## src/core/dtwt_pkg.sv

```systemverilog
// Constants for the dual basic timer and wake-up timer block.
// Assumes an 8-bit special-function register port and a secondary register space.
package dtwt_pkg;

	// ************************************************************
	// Register offsets
	// ************************************************************
	localparam logic [7:0] ADDR_TCTRL   = 8'h88;
	localparam logic [7:0] ADDR_TMODE   = 8'h89;
	localparam logic [7:0] ADDR_T0_LOW  = 8'h8a;
	localparam logic [7:0] ADDR_T1_LOW  = 8'h8b;
	localparam logic [7:0] ADDR_T0_HIGH = 8'h8c;
	localparam logic [7:0] ADDR_T1_HIGH = 8'h8d;
	localparam logic [7:0] ADDR_WT_CFG  = 8'h93;
	localparam logic [7:0] ADDR_WT_SETH = 8'h94;
	localparam logic [7:0] ADDR_WT_SETL = 8'h95;
	localparam logic [7:0] ADDR_WT_PWR  = 8'h2d;

	// ************************************************************
	// Reset values
	// ************************************************************
	localparam logic [7:0] RST_BYTE   = 8'h00;
	localparam logic [7:0] RST_PWR    = 8'hff;
	localparam logic [7:0] TCTRL_RSVD = 8'h05;

	// ************************************************************
	// Field positions
	// ************************************************************
	localparam int TC_TF1  = 7;
	localparam int TC_TR1  = 6;
	localparam int TC_TF0  = 5;
	localparam int TC_TR0  = 4;
	localparam int TC_EI1  = 3;
	localparam int TC_EI0  = 1;
	localparam int TM_M1LO = 4;
	localparam int TM_M0LO = 0;
	localparam int WC_EN   = 0;
	localparam int WC_RLD  = 1;
	localparam int WC_CSEL = 2;
	localparam int WC_STEP = 3;
	localparam int PW_CRYSTAL_CLOCK = 4;

	// ************************************************************
	// Modes and timing
	// ************************************************************
	localparam logic [1:0] MODE_13  = 2'h0;
	localparam logic [1:0] MODE_16  = 2'h1;
	localparam logic [1:0] MODE_RLD = 2'h2;
	localparam logic [1:0] MODE_SPL = 2'h3;
	localparam int         PRESC_DIV  = 12;
	localparam logic [3:0] PRESC_LAST = 4'(PRESC_DIV - 1);

endpackage

```

## src/core/dtwt_timer.sv

```systemverilog
// Two 16-bit basic timers on the system clock divided by twelve, plus a 32-bit wake-up timer.
// Assumes register strobes, event pulses and the two slow clocks are synchronous to i_mclk.
`timescale 1ns/1ps
`default_nettype none

// Behaviour
// Mode 0 counts high byte plus low five.
// Counting steps at clock/12, gated by run.
// Mode 0 all ones wraps, sets overflow.
// Mode 1 sixteen-bit wrap sets overflow.
// Mode 2 reloads low from high.
// Split: low byte uses timer zero; one holds.
// Split: high byte uses timer one controls.
// Split: timer one runs unless mode three.
// Split: timer one overflow raises no flag.
// Hardware sets overflow flags, split sets bit 7.
// Hardware sets external flags; software clears.
// Mode register holds two-bit fields.
// Wake timer counts to setting, raises interrupt.
// Wake clock selects crystal or RC.
// Reload select and enable bits.
// Period is setting plus one steps.
// Step mode sits at config bit 3.
// Setting or config write clears counter.
// Wake flag wakes idle; software clears.
// Single shot clears enable at completion.
// Software enables last, stops before changes.
// Reload and overflow flag same cycle.
// Wake flag stays until software clears.
module dtwt_timer
(
	input  wire logic       i_mclk,             // System clock, 10 MHz.
	input  wire logic       i_resetn,           // Asynchronous reset, active low.
	input  wire logic       i_sfr_sec,          // High selects the secondary register space.
	input  wire logic [7:0] i_sfr_addr,         // Register address.
	input  wire logic       i_sfr_wr,           // Write strobe.
	input  wire logic       i_sfr_rd,           // Read strobe.
	input  wire logic [7:0] i_sfr_wdata,        // Write data.
	output logic      [7:0] o_sfr_rdata,        // Read data, one cycle after the strobe.
	input  wire logic       i_ext_irq_zero_evt, // External interrupt zero event pulse.
	input  wire logic       i_ext_irq_one_evt,  // External interrupt one event pulse.
	input  wire logic       i_low_speed_rc_clock, // Slow RC clock level.
	input  wire logic       i_crystal_clock,    // Crystal clock level.
	input  wire logic       i_wake_flag_clr,    // Software clear of the wake flag.
	output logic            o_timer_zero_overflow_flag, // Timer zero overflow flag.
	output logic            o_timer_one_overflow_flag,  // Timer one overflow flag.
	output logic            o_ext_irq_zero_flag, // External interrupt zero flag.
	output logic            o_ext_irq_one_flag,  // External interrupt one flag.
	output logic            o_wake_timer_flag,  // Wake-up timer interrupt flag.
	output logic            o_wake_request,     // Wake request out of idle.
	output logic      [7:0] o_wake_timer_power_switches // Analog power switch bits.
);

	// ************************************************************
	// State
	// ************************************************************
	typedef struct packed {
		logic [3:0]  presc;
		logic [7:0]  tctrl;
		logic [1:0]  t0_mode;
		logic [1:0]  t1_mode;
		logic [7:0]  t0_low;
		logic [7:0]  t0_high;
		logic [7:0]  t1_low;
		logic [7:0]  t1_high;
		logic [3:0]  wt_cfg;
		logic [7:0]  wt_set_high;
		logic [7:0]  wt_set_low;
		logic [7:0]  wt_pwr;
		logic [31:0] wt_cnt;
		logic        wt_flag;
		logic        rc_last;
		logic        crystal_clock_last;
		logic [7:0]  rdata;
	} dtwt_state_s;

	dtwt_state_s state_reg;
	dtwt_state_s state_next;

	// ************************************************************
	// Basic timer step
	// ************************************************************
	// Returns {overflow, high byte, low byte} after one count in the given mode.
	function automatic logic [16:0] dtwt_step(input logic [1:0] mode, input logic [7:0] th, input logic [7:0] tl);
		logic [13:0] s13;
		logic [16:0] s16;
		logic [8:0]  s8;
		s13 = {1'b0, th, tl[4:0]} + 14'h0001;
		s16 = {1'b0, th, tl} + 17'h0_0001;
		s8  = {1'b0, tl} + 9'h001;
		case (mode)
			dtwt_pkg::MODE_13:  dtwt_step = {s13[13], s13[12:5], tl[7:5], s13[4:0]};
			dtwt_pkg::MODE_16:  dtwt_step = s16;
			dtwt_pkg::MODE_RLD: dtwt_step = s8[8] ? {1'b1, th, th} : {1'b0, th, s8[7:0]};
			default:            dtwt_step = {s8[8], th, s8[7:0]};
		endcase
	endfunction

	// ************************************************************
	// Decode
	// ************************************************************
	logic        wr_main;
	logic        tick;
	logic        split;
	logic        t0_run;
	logic        t1_run;
	logic        th0_run;
	logic [16:0] t0_res;
	logic [16:0] t1_res;
	logic [8:0]  th0_res;
	logic        wt_tick;
	logic [31:0] wt_target;
	logic        wt_match;
	logic        wt_wr;
	logic        wr_t0;
	logic        wr_t1;
	logic        wr_tctrl;

	always_comb
	begin
		wr_main   = i_sfr_wr & ~i_sfr_sec;
		tick      = state_reg.presc == dtwt_pkg::PRESC_LAST;
		split     = state_reg.t0_mode == dtwt_pkg::MODE_SPL;
		t0_run    = tick & state_reg.tctrl[dtwt_pkg::TC_TR0];
		th0_run   = tick & split & state_reg.tctrl[dtwt_pkg::TC_TR1];
		t1_run    = tick & (state_reg.t1_mode != dtwt_pkg::MODE_SPL)
		            & (split | state_reg.tctrl[dtwt_pkg::TC_TR1]);
		t0_res    = dtwt_step(state_reg.t0_mode, state_reg.t0_high, state_reg.t0_low);
		t1_res    = dtwt_step(state_reg.t1_mode, state_reg.t1_high, state_reg.t1_low);
		th0_res   = {1'b0, state_reg.t0_high} + 9'h001;
		wt_tick   = state_reg.wt_cfg[dtwt_pkg::WC_EN] & (state_reg.wt_cfg[dtwt_pkg::WC_CSEL]
		            ? (i_crystal_clock & ~state_reg.crystal_clock_last & ~state_reg.wt_pwr[dtwt_pkg::PW_CRYSTAL_CLOCK])
		            : (i_low_speed_rc_clock & ~state_reg.rc_last));
		wt_target = state_reg.wt_cfg[dtwt_pkg::WC_STEP]
		            ? {state_reg.wt_set_high, state_reg.wt_set_low, 16'hffff}
		            : {16'h0000, state_reg.wt_set_high, state_reg.wt_set_low};
		wt_wr     = wr_main & ((i_sfr_addr == dtwt_pkg::ADDR_WT_CFG) | (i_sfr_addr == dtwt_pkg::ADDR_WT_SETH)
		            | (i_sfr_addr == dtwt_pkg::ADDR_WT_SETL));
		wt_match  = wt_tick & ~wt_wr & (state_reg.wt_cnt == wt_target);
		wr_t0     = wr_main & ((i_sfr_addr == dtwt_pkg::ADDR_T0_LOW) | (i_sfr_addr == dtwt_pkg::ADDR_T0_HIGH));
		wr_t1     = wr_main & ((i_sfr_addr == dtwt_pkg::ADDR_T1_LOW) | (i_sfr_addr == dtwt_pkg::ADDR_T1_HIGH));
		wr_tctrl  = wr_main & (i_sfr_addr == dtwt_pkg::ADDR_TCTRL);
	end

	// ************************************************************
	// Next state
	// ************************************************************
	always_comb
	begin
		state_next           = state_reg;
		state_next.presc     = tick ? 4'h0 : state_reg.presc + 4'h1;
		state_next.rc_last   = i_low_speed_rc_clock;
		state_next.crystal_clock_last = i_crystal_clock;

		// Counting first; a software write in the same cycle overrides the count.
		if (t0_run)
		begin
			state_next.t0_low = t0_res[7:0];
			if (!split)
			begin
				state_next.t0_high = t0_res[15:8];
			end
		end
		if (th0_run)
		begin
			state_next.t0_high = th0_res[7:0];
		end
		if (t1_run)
		begin
			state_next.t1_low  = t1_res[7:0];
			state_next.t1_high = t1_res[15:8];
		end

		if (wr_main)
		begin
			case (i_sfr_addr)
				dtwt_pkg::ADDR_TCTRL:   state_next.tctrl = i_sfr_wdata;
				dtwt_pkg::ADDR_TMODE:
				begin
					state_next.t0_mode = i_sfr_wdata[dtwt_pkg::TM_M0LO +: 2];
					state_next.t1_mode = i_sfr_wdata[dtwt_pkg::TM_M1LO +: 2];
				end
				dtwt_pkg::ADDR_T0_LOW:  state_next.t0_low = i_sfr_wdata;
				dtwt_pkg::ADDR_T0_HIGH: state_next.t0_high = i_sfr_wdata;
				dtwt_pkg::ADDR_T1_LOW:  state_next.t1_low = i_sfr_wdata;
				dtwt_pkg::ADDR_T1_HIGH: state_next.t1_high = i_sfr_wdata;
				dtwt_pkg::ADDR_WT_CFG:  state_next.wt_cfg = i_sfr_wdata[3:0];
				dtwt_pkg::ADDR_WT_SETH: state_next.wt_set_high = i_sfr_wdata;
				dtwt_pkg::ADDR_WT_SETL: state_next.wt_set_low = i_sfr_wdata;
				default:                state_next.rdata = state_reg.rdata;
			endcase
		end
		if (i_sfr_wr && i_sfr_sec && (i_sfr_addr == dtwt_pkg::ADDR_WT_PWR))
		begin
			state_next.wt_pwr = i_sfr_wdata;
		end

		// Hardware set wins over a software clear in the same cycle.
		state_next.tctrl[dtwt_pkg::TC_TF0] = state_next.tctrl[dtwt_pkg::TC_TF0] | (t0_run & t0_res[16]);
		state_next.tctrl[dtwt_pkg::TC_TF1] = state_next.tctrl[dtwt_pkg::TC_TF1]
		                                     | (split ? (th0_run & th0_res[8]) : (t1_run & t1_res[16]));
		state_next.tctrl[dtwt_pkg::TC_EI0] = state_next.tctrl[dtwt_pkg::TC_EI0] | i_ext_irq_zero_evt;
		state_next.tctrl[dtwt_pkg::TC_EI1] = state_next.tctrl[dtwt_pkg::TC_EI1] | i_ext_irq_one_evt;

		// Wake-up timer counting and completion.
		if (wt_wr)
		begin
			state_next.wt_cnt = 32'h0000_0000;
		end
		else if (wt_match)
		begin
			state_next.wt_cnt = 32'h0000_0000;
			if (!state_reg.wt_cfg[dtwt_pkg::WC_RLD])
			begin
				state_next.wt_cfg[dtwt_pkg::WC_EN] = 1'b0;
			end
		end
		else if (wt_tick)
		begin
			state_next.wt_cnt = state_reg.wt_cnt + 32'h0000_0001;
		end
		state_next.wt_flag = (state_reg.wt_flag & ~i_wake_flag_clr) | wt_match;

		// Read data is captured on the strobe; unmapped addresses read zero.
		if (i_sfr_rd)
		begin
			state_next.rdata = 8'h00;
			if (i_sfr_sec)
			begin
				if (i_sfr_addr == dtwt_pkg::ADDR_WT_PWR)
				begin
					state_next.rdata = state_reg.wt_pwr;
				end
			end
			else
			begin
				case (i_sfr_addr)
					dtwt_pkg::ADDR_TCTRL:   state_next.rdata = state_reg.tctrl | dtwt_pkg::TCTRL_RSVD;
					dtwt_pkg::ADDR_TMODE:   state_next.rdata = {2'h0, state_reg.t1_mode, 2'h0, state_reg.t0_mode};
					dtwt_pkg::ADDR_T0_LOW:  state_next.rdata = state_reg.t0_low;
					dtwt_pkg::ADDR_T0_HIGH: state_next.rdata = state_reg.t0_high;
					dtwt_pkg::ADDR_T1_LOW:  state_next.rdata = state_reg.t1_low;
					dtwt_pkg::ADDR_T1_HIGH: state_next.rdata = state_reg.t1_high;
					dtwt_pkg::ADDR_WT_CFG:  state_next.rdata = {4'h0, state_reg.wt_cfg};
					dtwt_pkg::ADDR_WT_SETH: state_next.rdata = state_reg.wt_set_high;
					dtwt_pkg::ADDR_WT_SETL: state_next.rdata = state_reg.wt_set_low;
					default:                state_next.rdata = 8'h00;
				endcase
			end
		end
	end

	// ************************************************************
	// Registers
	// ************************************************************
	always_ff @(posedge i_mclk or negedge i_resetn)
	begin
		if (!i_resetn)
		begin
			state_reg             <= '0;
			state_reg.tctrl       <= dtwt_pkg::RST_BYTE;
			state_reg.t0_low      <= dtwt_pkg::RST_BYTE;
			state_reg.t0_high     <= dtwt_pkg::RST_BYTE;
			state_reg.t1_low      <= dtwt_pkg::RST_BYTE;
			state_reg.t1_high     <= dtwt_pkg::RST_BYTE;
			state_reg.wt_set_high <= dtwt_pkg::RST_BYTE;
			state_reg.wt_set_low  <= dtwt_pkg::RST_BYTE;
			state_reg.wt_pwr      <= dtwt_pkg::RST_PWR;
		end
		else
		begin
			state_reg <= state_next;
		end
	end

	assign o_sfr_rdata                 = state_reg.rdata;
	assign o_timer_zero_overflow_flag  = state_reg.tctrl[dtwt_pkg::TC_TF0];
	assign o_timer_one_overflow_flag   = state_reg.tctrl[dtwt_pkg::TC_TF1];
	assign o_ext_irq_zero_flag         = state_reg.tctrl[dtwt_pkg::TC_EI0];
	assign o_ext_irq_one_flag          = state_reg.tctrl[dtwt_pkg::TC_EI1];
	assign o_wake_timer_flag           = state_reg.wt_flag;
	assign o_wake_request              = state_reg.wt_flag;
	assign o_wake_timer_power_switches = state_reg.wt_pwr;

	// ************************************************************
	// Checks
	// ************************************************************
	a_prescale_spacing: assert property (@(posedge i_mclk) disable iff (!i_resetn)
		tick |-> ##12 tick)
		else $error("prescale tick not twelve cycles apart");

	a_mode0_wrap: assert property (@(posedge i_mclk) disable iff (!i_resetn)
		(t0_run && !split && state_reg.t0_mode == dtwt_pkg::MODE_13 && !wr_t0 && !wr_main
		 && state_reg.t0_high == 8'hff && state_reg.t0_low[4:0] == 5'h1f)
		|=> (state_reg.t0_high == 8'h00 && state_reg.t0_low[4:0] == 5'h00
		 && state_reg.t0_low[7:5] == $past(state_reg.t0_low[7:5]) && state_reg.tctrl[dtwt_pkg::TC_TF0]))
		else $error("mode 0 wrap wrong");

	a_mode1_wrap: assert property (@(posedge i_mclk) disable iff (!i_resetn)
		(t1_run && !split && state_reg.t1_mode == dtwt_pkg::MODE_16 && !wr_main
		 && {state_reg.t1_high, state_reg.t1_low} == 16'hffff)
		|=> ({state_reg.t1_high, state_reg.t1_low} == 16'h0000 && state_reg.tctrl[dtwt_pkg::TC_TF1]))
		else $error("mode 1 wrap wrong");

	a_mode2_reload: assert property (@(posedge i_mclk) disable iff (!i_resetn)
		(t0_run && state_reg.t0_mode == dtwt_pkg::MODE_RLD && !wr_main && state_reg.t0_low == 8'hff)
		|=> (state_reg.t0_low == $past(state_reg.t0_high) && state_reg.t0_high == $past(state_reg.t0_high)
		 && state_reg.tctrl[dtwt_pkg::TC_TF0]))
		else $error("mode 2 reload wrong");

	a_split_high: assert property (@(posedge i_mclk) disable iff (!i_resetn)
		(th0_run && !wr_main && state_reg.t0_high == 8'hff) |=> state_reg.tctrl[dtwt_pkg::TC_TF1])
		else $error("split high byte overflow lost");

	a_timer1_hold: assert property (@(posedge i_mclk) disable iff (!i_resetn)
		(split && state_reg.t1_mode == dtwt_pkg::MODE_SPL && !wr_t1) |=> $stable(state_reg.t1_low))
		else $error("timer one moved in mode 3");

	a_ext_flag_set: assert property (@(posedge i_mclk) disable iff (!i_resetn)
		i_ext_irq_one_evt |=> o_ext_irq_one_flag)
		else $error("external flag not set");

	a_wake_clear: assert property (@(posedge i_mclk) disable iff (!i_resetn)
		wt_wr |=> state_reg.wt_cnt == 32'h0000_0000)
		else $error("wake counter not cleared on write");

	a_wake_oneshot: assert property (@(posedge i_mclk) disable iff (!i_resetn)
		(wt_match && !state_reg.wt_cfg[dtwt_pkg::WC_RLD] && !wr_main)
		|=> (!state_reg.wt_cfg[dtwt_pkg::WC_EN] && o_wake_timer_flag)
		##1 ((!state_reg.wt_cfg[dtwt_pkg::WC_EN] && o_wake_timer_flag) || $past(wr_main || i_wake_flag_clr)))
		else $error("single shot did not stop");

	a_ext_zero_set: assert property (@(posedge i_mclk) disable iff (!i_resetn)
		i_ext_irq_zero_evt |=> o_ext_irq_zero_flag)
		else $error("external flag zero not set");

	a_ext_one_hold: assert property (@(posedge i_mclk) disable iff (!i_resetn)
		(o_ext_irq_one_flag && !wr_tctrl) |=> o_ext_irq_one_flag)
		else $error("external flag one cleared by hardware");

	a_ext_zero_hold: assert property (@(posedge i_mclk) disable iff (!i_resetn)
		(o_ext_irq_zero_flag && !wr_tctrl) |=> o_ext_irq_zero_flag)
		else $error("external flag zero cleared by hardware");

	a_overflow_hold: assert property (@(posedge i_mclk) disable iff (!i_resetn)
		(o_timer_zero_overflow_flag && !wr_tctrl) |=> o_timer_zero_overflow_flag)
		else $error("overflow flag cleared by hardware");

	a_run_gate: assert property (@(posedge i_mclk) disable iff (!i_resetn)
		(!state_reg.tctrl[dtwt_pkg::TC_TR0] && !wr_t0) |=> $stable(state_reg.t0_low))
		else $error("timer zero moved while stopped");

	a_mode0_top_bits: assert property (@(posedge i_mclk) disable iff (!i_resetn)
		(t0_run && state_reg.t0_mode == dtwt_pkg::MODE_13 && !wr_t0) |=> $stable(state_reg.t0_low[7:5]))
		else $error("mode 0 touched the top low bits");

	a_split_high_hold: assert property (@(posedge i_mclk) disable iff (!i_resetn)
		(split && !th0_run && !wr_t0) |=> $stable(state_reg.t0_high))
		else $error("split high byte moved without its run bit");

	a_split_no_flag: assert property (@(posedge i_mclk) disable iff (!i_resetn)
		(split && !th0_run && !o_timer_one_overflow_flag && !wr_tctrl) |=> !o_timer_one_overflow_flag)
		else $error("timer one flag set by timer one in split mode");

	a_wake_match_set: assert property (@(posedge i_mclk) disable iff (!i_resetn)
		wt_match |=> (o_wake_timer_flag && state_reg.wt_cnt == 32'h0000_0000))
		else $error("wake match did not set flag and restart");

	a_wake_flag_hold: assert property (@(posedge i_mclk) disable iff (!i_resetn)
		(o_wake_timer_flag && !i_wake_flag_clr) |=> o_wake_timer_flag)
		else $error("wake flag dropped without a clear");

	a_wake_idle_hold: assert property (@(posedge i_mclk) disable iff (!i_resetn)
		(!state_reg.wt_cfg[dtwt_pkg::WC_EN] && !wt_wr) |=> $stable(state_reg.wt_cnt))
		else $error("wake counter moved while disabled");

endmodule

`default_nettype wire

```

## config.mk

```make
export PLATFORM = sky130hd
export DESIGN_NAME = dtwt_timer
export DESIGN_NICKNAME = d
export VERILOG_FILES = /design/src/core/dtwt_pkg.sv /design/src/core/dtwt_timer.sv
export SDC_FILE = /design/constraint.sdc
export NUM_CORES = 1
export LEC_CHECK = 0
export ABC_AREA = 1
export BUFFER_PORTS_ARGS = -buffer_cell sky130_fd_sc_hd__buf_4
export CORE_MARGIN = 4
export CORE_UTILIZATION = 50
export CTS_BUF_LIST = sky130_fd_sc_hd__clkbuf_8 sky130_fd_sc_hd__clkbuf_16
export CTS_CLUSTER_SIZE = 10
export DETAILED_ROUTE_END_ITERATION = 6
export GPL_TIMING_DRIVEN = 0
export MAX_ROUTING_LAYER = met4
export PLACE_DENSITY = 0.67
export SLEW_MARGIN = 20
export SYNTH_ARGS = -nofsm -noshare
export SYNTH_HDL_FRONTEND = slang
export SYNTH_SLANG_ARGS = --single-unit
```

## constraint.sdc

```tcl
create_clock -name i_mclk -period 2.9 [get_ports i_mclk]
set_clock_uncertainty 0.05 [all_clocks]
set_input_delay 0.435 -clock i_mclk [delete_from_list [all_inputs] [get_ports i_mclk]]
set_output_delay 0.435 -clock i_mclk [all_outputs]
set_load 0.01 [all_outputs]
```

; Word-level counts from Yosys, hierarchy flattened
; Index checks and enable logic that the tools add are counted.
[totals]
regBits = 119
inputBits = 26
out_inout_bits = 22
word_cells = 118
[classes]
addsub = 9
eq_ne = 18
muxes = 31
bitwise = 31
reduce_logical = 10
[op_table]
columns = cell, n
row1 = 2-to-1 mux 32 bit, 4
row2 = one-hot mux 17 bit (3 select lines), 2
row3 = 2-to-1 mux 8 bit, 11
row4 = equality test 8 bit (second input constant), 9
row5 = one-hot mux 8 bit (9 select lines), 1
row6 = 2-to-1 mux 64 bit, 1
row7 = adder 16 x 1 -> 17 bit (second input constant), 2
row8 = 2-to-1 mux 17 bit, 2
row9 = adder 32 x 1 -> 32 bit (second input constant), 1
row10 = equality test 32 bit, 1
row11 = 2-to-1 mux 16 bit, 2
row12 = adder 13 x 1 -> 14 bit (second input constant), 2
row13 = adder 8 x 1 -> 9 bit (second input constant), 3
row14 = AND 1 bit, 17
row15 = 2-to-1 mux 4 bit, 3
row16 = AND reduction 2 bit, 5
row17 = equality test 8 x 6 -> 1 bit (second input constant), 1
row18 = bitwise OR 1 bit, 8
row19 = equality test 2 bit (second input constant), 3
row20 = inverter 1 bit, 6
row21 = 2-to-1 mux 1 bit, 5
row22 = adder 4 x 1 -> 4 bit (second input constant), 1
row23 = equality test 2 x 1 -> 1 bit (second input constant), 2
row24 = equality test 4 bit (second input constant), 1
row25 = 4 further kinds, 6

; Logic depth before layout (Yosys ltp)
; Gate-level depths: netlist of run 1.
[logic_depth]
word_depth = 11
mapped_depth = 14
ltp_nobuf = 12

; Least setup slack after synthesis of run 1
; OpenSTA, ideal clock, no wires.
[synth_path]
path_kind = register -> register
start = reg state_reg[70] in the netlist's numbering
end = reg state_reg[17] in the netlist's numbering
setup_ps = 123
arrival_time_ps = 1533
required_time_ps = 2727
slack_ps = 1194
path_stages_with_launch = 13
n_path_buf = 4
period_less_slack_ps = 1706
path_cell_list = dfrtp_1 -> buf_6 -> buf_6 -> buf_6 -> o21ai_1 -> nand4_1 -> nor2_1 -> nand2_1 -> nor2_2 -> nand2_2 -> nand2_4 -> buf_6 -> o21ai_2
[synth_between]
elab_chain_cells = 5
elab_cells_between_ends = 6
cone_classes = eq/ne: 1 / mux: 3 / bitwise: 1 / reduce/logical: 1
[synth_rtl]
columns = element, line_no
row1 = from (decl), dtwt_timer.sv:77  ; dtwt_state_s state_reg;
row2 = from (signal assigned), dtwt_timer.sv:272  ; state_reg <= state_next;
row3 = 2-to-1 mux 32 bit (*), dtwt_timer.sv:135  ; ? {state_reg.wt_set_high, state_reg.wt_set_low, 16'hffff}
row4 = equality test 32 bit (*), dtwt_timer.sv:139  ; wt_match = wt_tick & ~wt_wr & (state_reg.wt_cnt == wt_target);
row5 = AND 1 bit (*), dtwt_timer.sv:139
row6 = 2-to-1 mux 32 bit, dtwt_timer.sv:210  ; else if (wt_match)
row7 = 2-to-1 mux 32 bit, dtwt_timer.sv:206  ; if (wt_wr)
; Mark *: on every way between the ends. The rest lies on a longest branch, timed or not.
; A chain may end at the register's enable or synchronous reset.

==> flow_summary.json, run 1 <==
{
  "final_cell_mix": "nand2_1, nor2_1, nand3_1",
  "cts.htree.levels": 4,
  "fmax_mhz": 414.1,
  "drc_errors": 0,
  "crit_start": "state_reg[115]$_DFF_PN0_",
  "clkLatencyLatePin_ps": 430,
  "r2r_setup_slack_ps": 480,
  "avgSynthCellArea_um2": 6.456,
  "synthCells": 1352,
  "vias": 9263,
  "synth.distinct_cells": 40,
  "final_common_cell": "nand2_1",
  "arrival_ps": 2680,
  "ant_nets": 0,
  "endpoint_kind": "flip-flop",
  "clock_sinks": 117,
  "synth_nets": 1383,
  "drive_gt1_share_pct": 13.90,
  "core_area_um2": 17180,
  "synth_top_area_share_pct": 31.25,
  "fin_crit_ps": 2415,
  "hold_viol": 0,
  "synth_area_um2": 8728,
  "p_per_area_nw_per_um2": 453.6,
  "grt_max_degree": 63,
  "tightestPinTransition_ps": 646.9,
  "initial_utilization_pct": 50.82,
  "avgViaCountPerCell": 5.587,
  "hold_path.class": "in -> reg",
  "rows": 48,
  "rsz0062_at_grt": "false",
  "r2r_cells": 9,
  "fin_area_um2": 10050,
  "vdd.ir_drop.worst_mv": 0.3969,
  "drv_cap": 0,
  "whs_ps": 78.89,
  "antenna_found_initial": 1,
  "crit_path_start_kind": "flip-flop",
  "grt_pass1_wl_um": 46900,
  "cts_hold_buf": 1,
  "crit_slowest_cell": "nand3_1",
  "cp_top_family": "buffers and inverters",
  "p_leak_nw": 4.594,
  "regToRegEndpoint": "state_reg[74]$_DFF_PN0_",
  "grt_pass1_vias": 8542,
  "wl_per_cell_um": 18.00,
  "io_buffers": 46,
  "gp_congestion": 0.9734,
  "postCtsSetupRepairBufs": 0,
  "synth-seq-area-share_pct": 33.66,
  "path_cells": "ha_1 > nand3_1 > inv_1 > nand3_1 > inv_1 > buf_2 > o21ai_0 > a21oi_1 > nor2_1",
  "cts_buffers": 17,
  "slew_viol_final": 0,
  "hpwl_um": 22810,
  "largest_reg_flops": 96,
  "crit_path_end": "state_reg[74]$_DFF_PN0_",
  "crit_fanout": 10,
  "ctsResizeCount": 0,
  "max_slew_margin_pct": 56.47,
  "overflow": 0,
  "yosysWarnings": 0,
  "critPathKind": "reg -> reg",
  "dieArea_um2": 19640,
  "netlist_top_cells_area": "dfrtp_1, nand2_1, nand3_1",
  "post-route-period-util_pct": 83.28,
  "cp_num_cells": 9,
  "critPathBufInv": 3,
  "path_clk_slew_ps": 60,
  "syn2layout_area_growth_pct": 15.17,
  "ys_seq_elements": 117,
  "first_pass_iters": 6,
  "setup_violations": 0,
  "finalSetupTns_ps": 0,
  "grtUsageTotal_pct": 31.20,
  "fp.dieH_um": 140.1,
  "drtIter0Drc": 1014,
  "die-width_um": 140.1,
  "final_util_pct": 58.52,
  "cts_tree": "done",
  "clockRootBuffer": "clkbuf_16",
  "critPathRequiredTime_ps": 3160,
  "rr_startpoint": "state_reg[115]$_DFF_PN0_",
  "final_nets": 1450,
  "status": "finished, final reports clean",
  "ioPinCount": 48,
  "totalWireLength_um": 29850,
  "crit_path_max_incr_delay_ps": 380,
  "place_area_um2": 9387,
  "finalPower_mw": 4.560,
  "cts.path.max_buffers": 2,
  "synth_top_cell_by_area": "dfrtp_1"
}
## metal layers
| metal | up-vias | share of wire [%] | track usage, % |
|---|---|---|---|
| met1 | 4286 | 43 | 40.94 |
| met4 | 0 | 3.6 | 12.54 |
| met2 | 395 | 46 | 48.34 |
| met3 | 74 | 6.6 | 5.224 |
| met5 | - | 0 | - |
| li1 | 4508 | - | - |
## area by class of cell
class / instances / area, µm²
Fill cell: 1732 / 7124
Multi-Input combinational cell: 1036 / 4905
Sequential cell: 117 / 2938
Inverter: 143 / 536.8
Clock buffer: 17 / 425.4
Timing Repair Buffer: 48 / 386.6
Buffer: 56 / 349.1
Tap cell: 225 / 281.5
Clock inverter: 15 / 227.7
Antenna cell: 1 / 2.502
## synthesized netlist by cell type
cell type and count:
nand2_1 401, nor2_1 166, nand3_1 145, inv_1 138, dfrtp_1 109, o21ai_0 86
a21oi_1 51, nor3_1 32, o21ai_2 30, buf_2 23, xor2_1 23, nand4_1 18
buf_4 17, o21ai_1 14, nor2_2 12, clkbuf_1 9, dfstp_2 8, buf_6 6
nand2_2 6, o211ai_1 6, o22ai_1 6, ha_1 5, nor2_4 5, o21a_1 5
nand3_2 4, xnor2_1 4, inv_2 3, nand3b_1 3, a21oi_2 2, a31oi_1 2
clkinv_1 2, nor4_1 2, or2_2 2, a21boi_0 1, a22oi_1 1, clkbuf_2 1
mux2i_1 1, nand2_4 1, nor3_2 1, o31ai_1 1
## metrics by stage
step | std cells | setup slack [ps]
global placement | 1623 | 499.1
global route | 1658 | 308.8
CTS | 1657 | 507.9
finish | 1658 | 485.0
detailed placement | 1624 | 516.3
floorplan | 1352 | 1194
## kinds of logic (layout without fill, tap and decap cells)
family	count (synthesis)	in the layout	share of synthesized area, %
other cells	0	1	0
compound gates	205	205	13.65
simple gates	798	798	39.01
buf+inv	199	279	10.15
mux	1	1	0.1147
flops	117	117	33.66
fa+ha+maj	5	5	0.7167
xor+xnor	27	27	2.709
## worst min-delay path by stage
stage / cells after the start / end / from / slack (ps)
2_1_floorplan: 0 / o_ext_irq_one_flag$_DFF_PN0_ / i_resetn / 90
3_3_place_gp: 1 / state_reg[115]$_DFF_PN0_ / state_reg[115]$_DFF_PN0_ / 410
3_5_place_dp: 1 / state_reg[40]$_DFFE_PN0P_ / i_resetn / 380
4_1_cts: 1 / state_reg[8]$_DFF_PN0_ / i_crystal_clock / 70
5_1_grt: 1 / state_reg[8]$_DFF_PN0_ / i_crystal_clock / 60
6_report: 1 / state_reg[8]$_DFF_PN0_ / i_crystal_clock / 80
## worst reg2reg max path: cells and delay by family, from the launching register on
family          cells  cell delay (ps)
flops               1              370
fa+ha+maj           1              190
buf+inv             3              820
simple gates        3              620
compound gates      2              270
## power by group
| part | switching (mW) | leakage [nW] | internal [mW] |
|---|---|---|---|
| Clock | 0.847 | 0.308 | 1.53 |
| Combinational | 0.277 | 2.87 | 0.147 |
| Sequential | 0.0676 | 1.41 | 1.69 |
(Power assumes the default switching activity.)
==> inputs of run 2 (changes only) <==
--- a/config.mk
+++ b/config.mk
@@ -14,7 +14,7 @@
 export DETAILED_ROUTE_END_ITERATION = 6
 export GPL_TIMING_DRIVEN = 0
 export MAX_ROUTING_LAYER = met4
-export PLACE_DENSITY = 0.67
+export PLACE_DENSITY = 0.7
 export SLEW_MARGIN = 20
 export SYNTH_ARGS = -nofsm -noshare
 export SYNTH_HDL_FRONTEND = slang
==> constraint.sdc (replaced) <==
create_clock -name i_mclk -period 2.2 [get_ports i_mclk]
set_clock_uncertainty 0.05 [all_clocks]
set_input_delay 0.33 -clock i_mclk [delete_from_list [all_inputs] [get_ports i_mclk]]
set_output_delay 0.33 -clock i_mclk [all_outputs]
set_load 0.01 [all_outputs]
==> flow_summary.json, run 2 (synthesis gave the netlist of run 1 again) <==
{
  "clkLatencyLatePin_ps": 430,
  "io_buffers": 46,
  "drc_errors": 0,
  "path_clk_slew_ps": 60,
  "post-route-period-util_pct": 94.30,
  "grt_pass1_vias": 8848,
  "drv_cap": 0,
  "setup_violations": 0,
  "post-place-ws_ps": -97.45,
  "wl_per_cell_um": 18.15,
  "cts_tree": "done",
  "hpwl_um": 23040,
  "overflow": 0,
  "slew_viol_final": 0,
  "fin_area_um2": 10050,
  "largest_reg_flops": 96,
  "fin_crit_ps": 2075,
  "first_pass_iters": 5,
  "ioPinCount": 48,
  "fp.dieH_um": 140.1,
  "diodes": 0,
  "endpoint_kind": "flip-flop",
  "ant_nets": 0,
  "crit_fanout": 5,
  "hold_viol": 0,
  "grtUsageTotal_pct": 31.97,
  "crit_path_start_kind": "flip-flop",
  "grt_max_degree": 61,
  "critPathKind": "reg -> reg",
  "syn2layout_area_growth_pct": 15.18,
  "final_cell_mix": "nand2_1, nor2_1, nand3_1",
  "status": "finished, final reports clean",
  "fin_ws_ps": 125.4,
  "gp_congestion": 0.9920,
  "antenna_found_initial": 0,
  "vdd.ir_drop.worst_mv": 0.7104,
  "grt_pass1_wl_um": 47930,
  "dieArea_um2": 19640,
  "critPathRequiredTime_ps": 2460,
  "hold_path.class": "in -> reg",
  "die-width_um": 140.1,
  "core_area_um2": 17180,
  "fmax_mhz": 482.0,
  "drtIter0Drc": 1034,
  "tightestPinTransition_ps": 676.2,
  "clock_sinks": 117,
  "drive_gt1_share_pct": 14.76,
  "cts.htree.levels": 4,
  "totalWireLength_um": 30140,
  "initial_utilization_pct": 50.82,
  "clockRootBuffer": "clkbuf_16",
  "avgViaCountPerCell": 5.599,
  "vias": 9300,
  "final_nets": 1454,
  "p_per_area_nw_per_um2": 563.8,
  "place_area_um2": 9387,
  "final_common_cell": "nand2_1",
  "rows": 48,
  "cts.path.max_buffers": 2,
  "cts_buffers": 17,
  "arrival_ps": 2330,
  "p_leak_nw": 4.586,
  "max_slew_margin_pct": 54.50
}
[run 2: metrics by stage]
| stage | TNS, ps | total power [mW] | util (%) | hold WS, ps | std cells |
|---|---|---|---|---|---|
| floorplan | 0 | 2.638 | - | -15.59 | 1352 |
| global placement | -780.6 | 2.894 | 54.47 | 399.2 | 1623 |
| detailed placement | -792.6 | 2.906 | 54.65 | 293.7 | 1624 |
| CTS | 0 | 5.700 | 58.25 | 16.26 | 1659 |
| global route | -16.78 | 5.883 | 58.53 | 36.99 | 1661 |
| finish | 0 | 5.669 | 58.53 | 30.70 | 1661 |
[run 2: layer usage]
metal	vias up	track usage (%)	share of wire (%)
li1	4510	-	-
met1	4322	40.96	43
met2	377	50.52	47
met3	91	5.224	6.3
met4	0	13.46	4.0
met5	-	-	0
[run 2: repair_timing]
action	4_1_cts	5_1_grt
setup buffers	0	2
hold buffers	3	0
resized for setup	2	13
endpoints found under the hold margin	53	0
setup endpoints to repair	12	29
pin swaps	0	1
[run 2: final cells by class]
type / instances / area, µm²
repair buffers: 52 / 421.7
clock buffers: 17 / 425.4
clock inverters: 15 / 157.7
plain buffers: 56 / 356.6
inverters: 143 / 536.8
fillers: 1706 / 7123
well taps: 225 / 281.5
flip-flops and latches: 117 / 2938
multi-input cells: 1036 / 4936
[run 2: report_power, final]
| group | internal (mW) | leakage [nW] | switching, mW |
|---|---|---|---|
| Sequential | 2.23 | 1.41 | 0.0896 |
| Combinational | 0.197 | 2.89 | 0.369 |
| Clock | 1.67 | 0.281 | 1.11 |
| Total | 4.09 | 4.59 | 1.57 |
[run 2: worst paths after layout]
| kind | startpoint | end | slack [ps] | cells after the start |
|---|---|---|---|---|
| max reg2reg | state_reg[12]$_DFFE_PN0P_ | state_reg[25]$_DFFE_PN0P_ | 130 | 7 |
| max | state_reg[12]$_DFFE_PN0P_ | state_reg[25]$_DFFE_PN0P_ | 130 | 7 |
| min | i_wake_flag_clr | o_wake_request$_DFF_PN0_ | 30 | 2 |
| min reg2reg | state_reg[115]$_DFF_PN0_ | state_reg[115]$_DFF_PN0_ | 410 | 1 |
| min in group asynchronous | i_resetn | state_reg[33]$_DFFE_PN0P_ | 380 | 2 |
| max in group asynchronous | i_resetn | state_reg[83]$_DFF_PN0_ | 1020 | 3 |
[run 2: worst max-delay path: stages (launching register included)]
cell and delay [ps]:
dfrtp_1 450, ha_1 320, nand3_1 260, nor2_1 190, nand2_1 130, nor2_2 220, xor2_1 250, o21ai_2 80
==> inputs of run 3 (changes only) <==
--- a/config.mk
+++ b/config.mk
@@ -8,13 +8,14 @@
 export ABC_AREA = 1
 export BUFFER_PORTS_ARGS = -buffer_cell sky130_fd_sc_hd__buf_4
 export CORE_MARGIN = 4
-export CORE_UTILIZATION = 50
+export CORE_UTILIZATION = 57
 export CTS_BUF_LIST = sky130_fd_sc_hd__clkbuf_8 sky130_fd_sc_hd__clkbuf_16
 export CTS_CLUSTER_SIZE = 10
 export DETAILED_ROUTE_END_ITERATION = 6
 export GPL_TIMING_DRIVEN = 0
 export MAX_ROUTING_LAYER = met4
-export PLACE_DENSITY = 0.7
+export PLACE_DENSITY = 0.78
+export REMOVE_ABC_BUFFERS = 1
 export SLEW_MARGIN = 20
 export SYNTH_ARGS = -nofsm -noshare
 export SYNTH_HDL_FRONTEND = slang
==> flow_summary.json, run 3 (synthesis gave the netlist of run 1 again) <==
{
  "status": "finished, final reports clean",
  "die-width_um": 131.7,
  "post-place-ws_ps": -862.3,
  "hold_path.class": "in -> reg",
  "grt_max_degree": 65,
  "first_pass_iters": 6,
  "syn2layout_area_growth_pct": 14.49,
  "crit_fanout": 24,
  "gp_congestion": 1.051,
  "whs_path_depth": 2,
  "crit_slowest_cell": "a21oi_2",
  "p_per_area_nw_per_um2": 615.6,
  "arrival_ps": 2440,
  "io_buffers": 47,
  "regToRegEndpoint": "state_reg[75]$_DFF_PN0_",
  "fmax_mhz": 467.0,
  "wl_per_cell_um": 18.80,
  "avgViaCountPerCell": 6.008,
  "cts.htree.levels": 4,
  "whs_ps": 30.31,
  "crit_path_max_incr_delay_ps": 660,
  "max_slew_margin_pct": 43.74,
  "fin_area_um2": 9993,
  "critPathBufInv": 2,
  "crit_path_start_kind": "primary input",
  "grt_pass1_vias": 8829,
  "antenna_found_initial": 0,
  "hpwl_um": 20410,
  "setup_violations": 0,
  "final_cell_mix": "nand2_1, nor2_1, nand3_1",
  "drc_errors": 0,
  "clkLatencyLatePin_ps": 430,
  "clock_sinks": 117,
  "vias": 9492,
  "drive_gt1_share_pct": 13.25,
  "critPathRequiredTime_ps": 2500,
  "endpoint_kind": "flip-flop",
  "drtIter0Drc": 1146,
  "totalWireLength_um": 29700,
  "r2r_setup_slack_ps": 70,
  "grt_pass1_wl_um": 46470,
  "vdd.ir_drop.worst_mv": 0.4950,
  "critPathKind": "in -> reg",
  "fin_ws_ps": 58.81,
  "path_clk_slew_ps": 60,
  "hold_viol": 0,
  "ant_nets": 0,
  "slew_viol_final": 0,
  "initial_utilization_pct": 59.16,
  "path_cells": "buf_4 > inv_1 > nand3_1 > nor2_4 > nand2_1 > nand3_2 > a21oi_2 > nand2_8 > o21ai_2",
  "fin_crit_ps": 2141,
  "grtUsageTotal_pct": 34.22,
  "largest_reg_flops": 96,
  "ioPinCount": 48,
  "final_common_cell": "nand2_1",
  "r2r_cells": 8,
  "cp_top_family": "simple AND/OR/NAND/NOR gates",
  "hold_end": "o_wake_request$_DFF_PN0_",
  "post-route-period-util_pct": 97.33,
  "dieArea_um2": 17360,
  "cts_tree": "done",
  "rr_startpoint": "state_reg[105]$_DFFE_PN0P_",
  "cp_num_cells": 9,
  "rsz0062_at_grt": "true",
  "p_leak_nw": 4.493,
  "cts.path.max_buffers": 2,
  "min-delay-start": "i_wake_flag_clr",
  "finalSetupTns_ps": 0,
  "cts_buffers": 17,
  "place_area_um2": 9012,
  "overflow": 0,
  "final_nets": 1414,
  "fp.dieH_um": 131.7,
  "finalPower_mw": 6.152,
  "rows": 44,
  "diodes": 0,
  "drv_cap": 0,
  "tightestPinTransition_ps": 842.0,
  "clockRootBuffer": "clkbuf_16",
  "core_area_um2": 14750
}
==> run 3: layout make-up <==
type	count	area [µm²]
Clock buffer	21	480.5
Clock inverter	11	206.4
Inverter	143	544.3
Timing Repair inverter	2	12.51
Sequential cell	117	2942
Timing Repair Buffer	63	530.5
Fill cell	1307	4761
Multi-Input combinational cell	1039	5047
Tap cell	184	230.2
==> run 3: through the flow <==
| step | cells | util (%) |
|---|---|---|
| global route | 1580 | 67.73 |
| CTS | 1568 | 66.66 |
| floorplan | 1296 | - |
| finish | 1580 | 67.73 |
| detailed placement | 1528 | 61.08 |
| global placement | 1527 | 60.74 |
==> run 3: worst max path at each step <==
stage	from	to	slack, ps
finish	i_sfr_addr[6]	state_reg[27]$_DFFE_PN0P_	60
global route	i_sfr_addr[5]	state_reg[56]$_DFFE_PN0P_	-10
CTS	state_reg[70]$_DFFE_PN0P_	state_reg[29]$_DFFE_PN0P_	-4
detailed placement	i_sfr_addr[6]	o_timer_one_overflow_flag$_DFF_PN0_	-860
global placement	state_reg[70]$_DFFE_PN0P_	state_reg[18]$_DFFE_PN0P_	-1040
floorplan	state_reg[70]$_DFFE_PN0P_	state_reg[11]$_DFFE_PN0P_	-280
==> run 3: power by group <==
part | internal [mW] | switching, mW | total [mW]
clock network | 2.23 | 1.05 | 3.29
logic | 0.177 | 0.351 | 0.527
registers | 2.23 | 0.113 | 2.34
==> run 3: routing by layer <==
| metal | global-route usage, % | share of wire (%) | vias up |
|---|---|---|---|
| met3 | 5.954 | 8.8 | 141 |
| met5 | - | 0 | - |
| met2 | 54.07 | 47 | 591 |
| li1 | - | - | 4433 |
| met4 | 18.32 | 6.0 | 0 |
| met1 | 42.04 | 38 | 4327 |
==> run 3: repair_timing <==
item                       in CTS  in global routing
hold endpoints to repair       49                  0
setup endpoints to repair      80                 63
buffers inserted                3                  9
gates cloned                    2                  3
hold buffers                    3                  0
pin swaps                       1                  6
gates resized for setup        11                 18
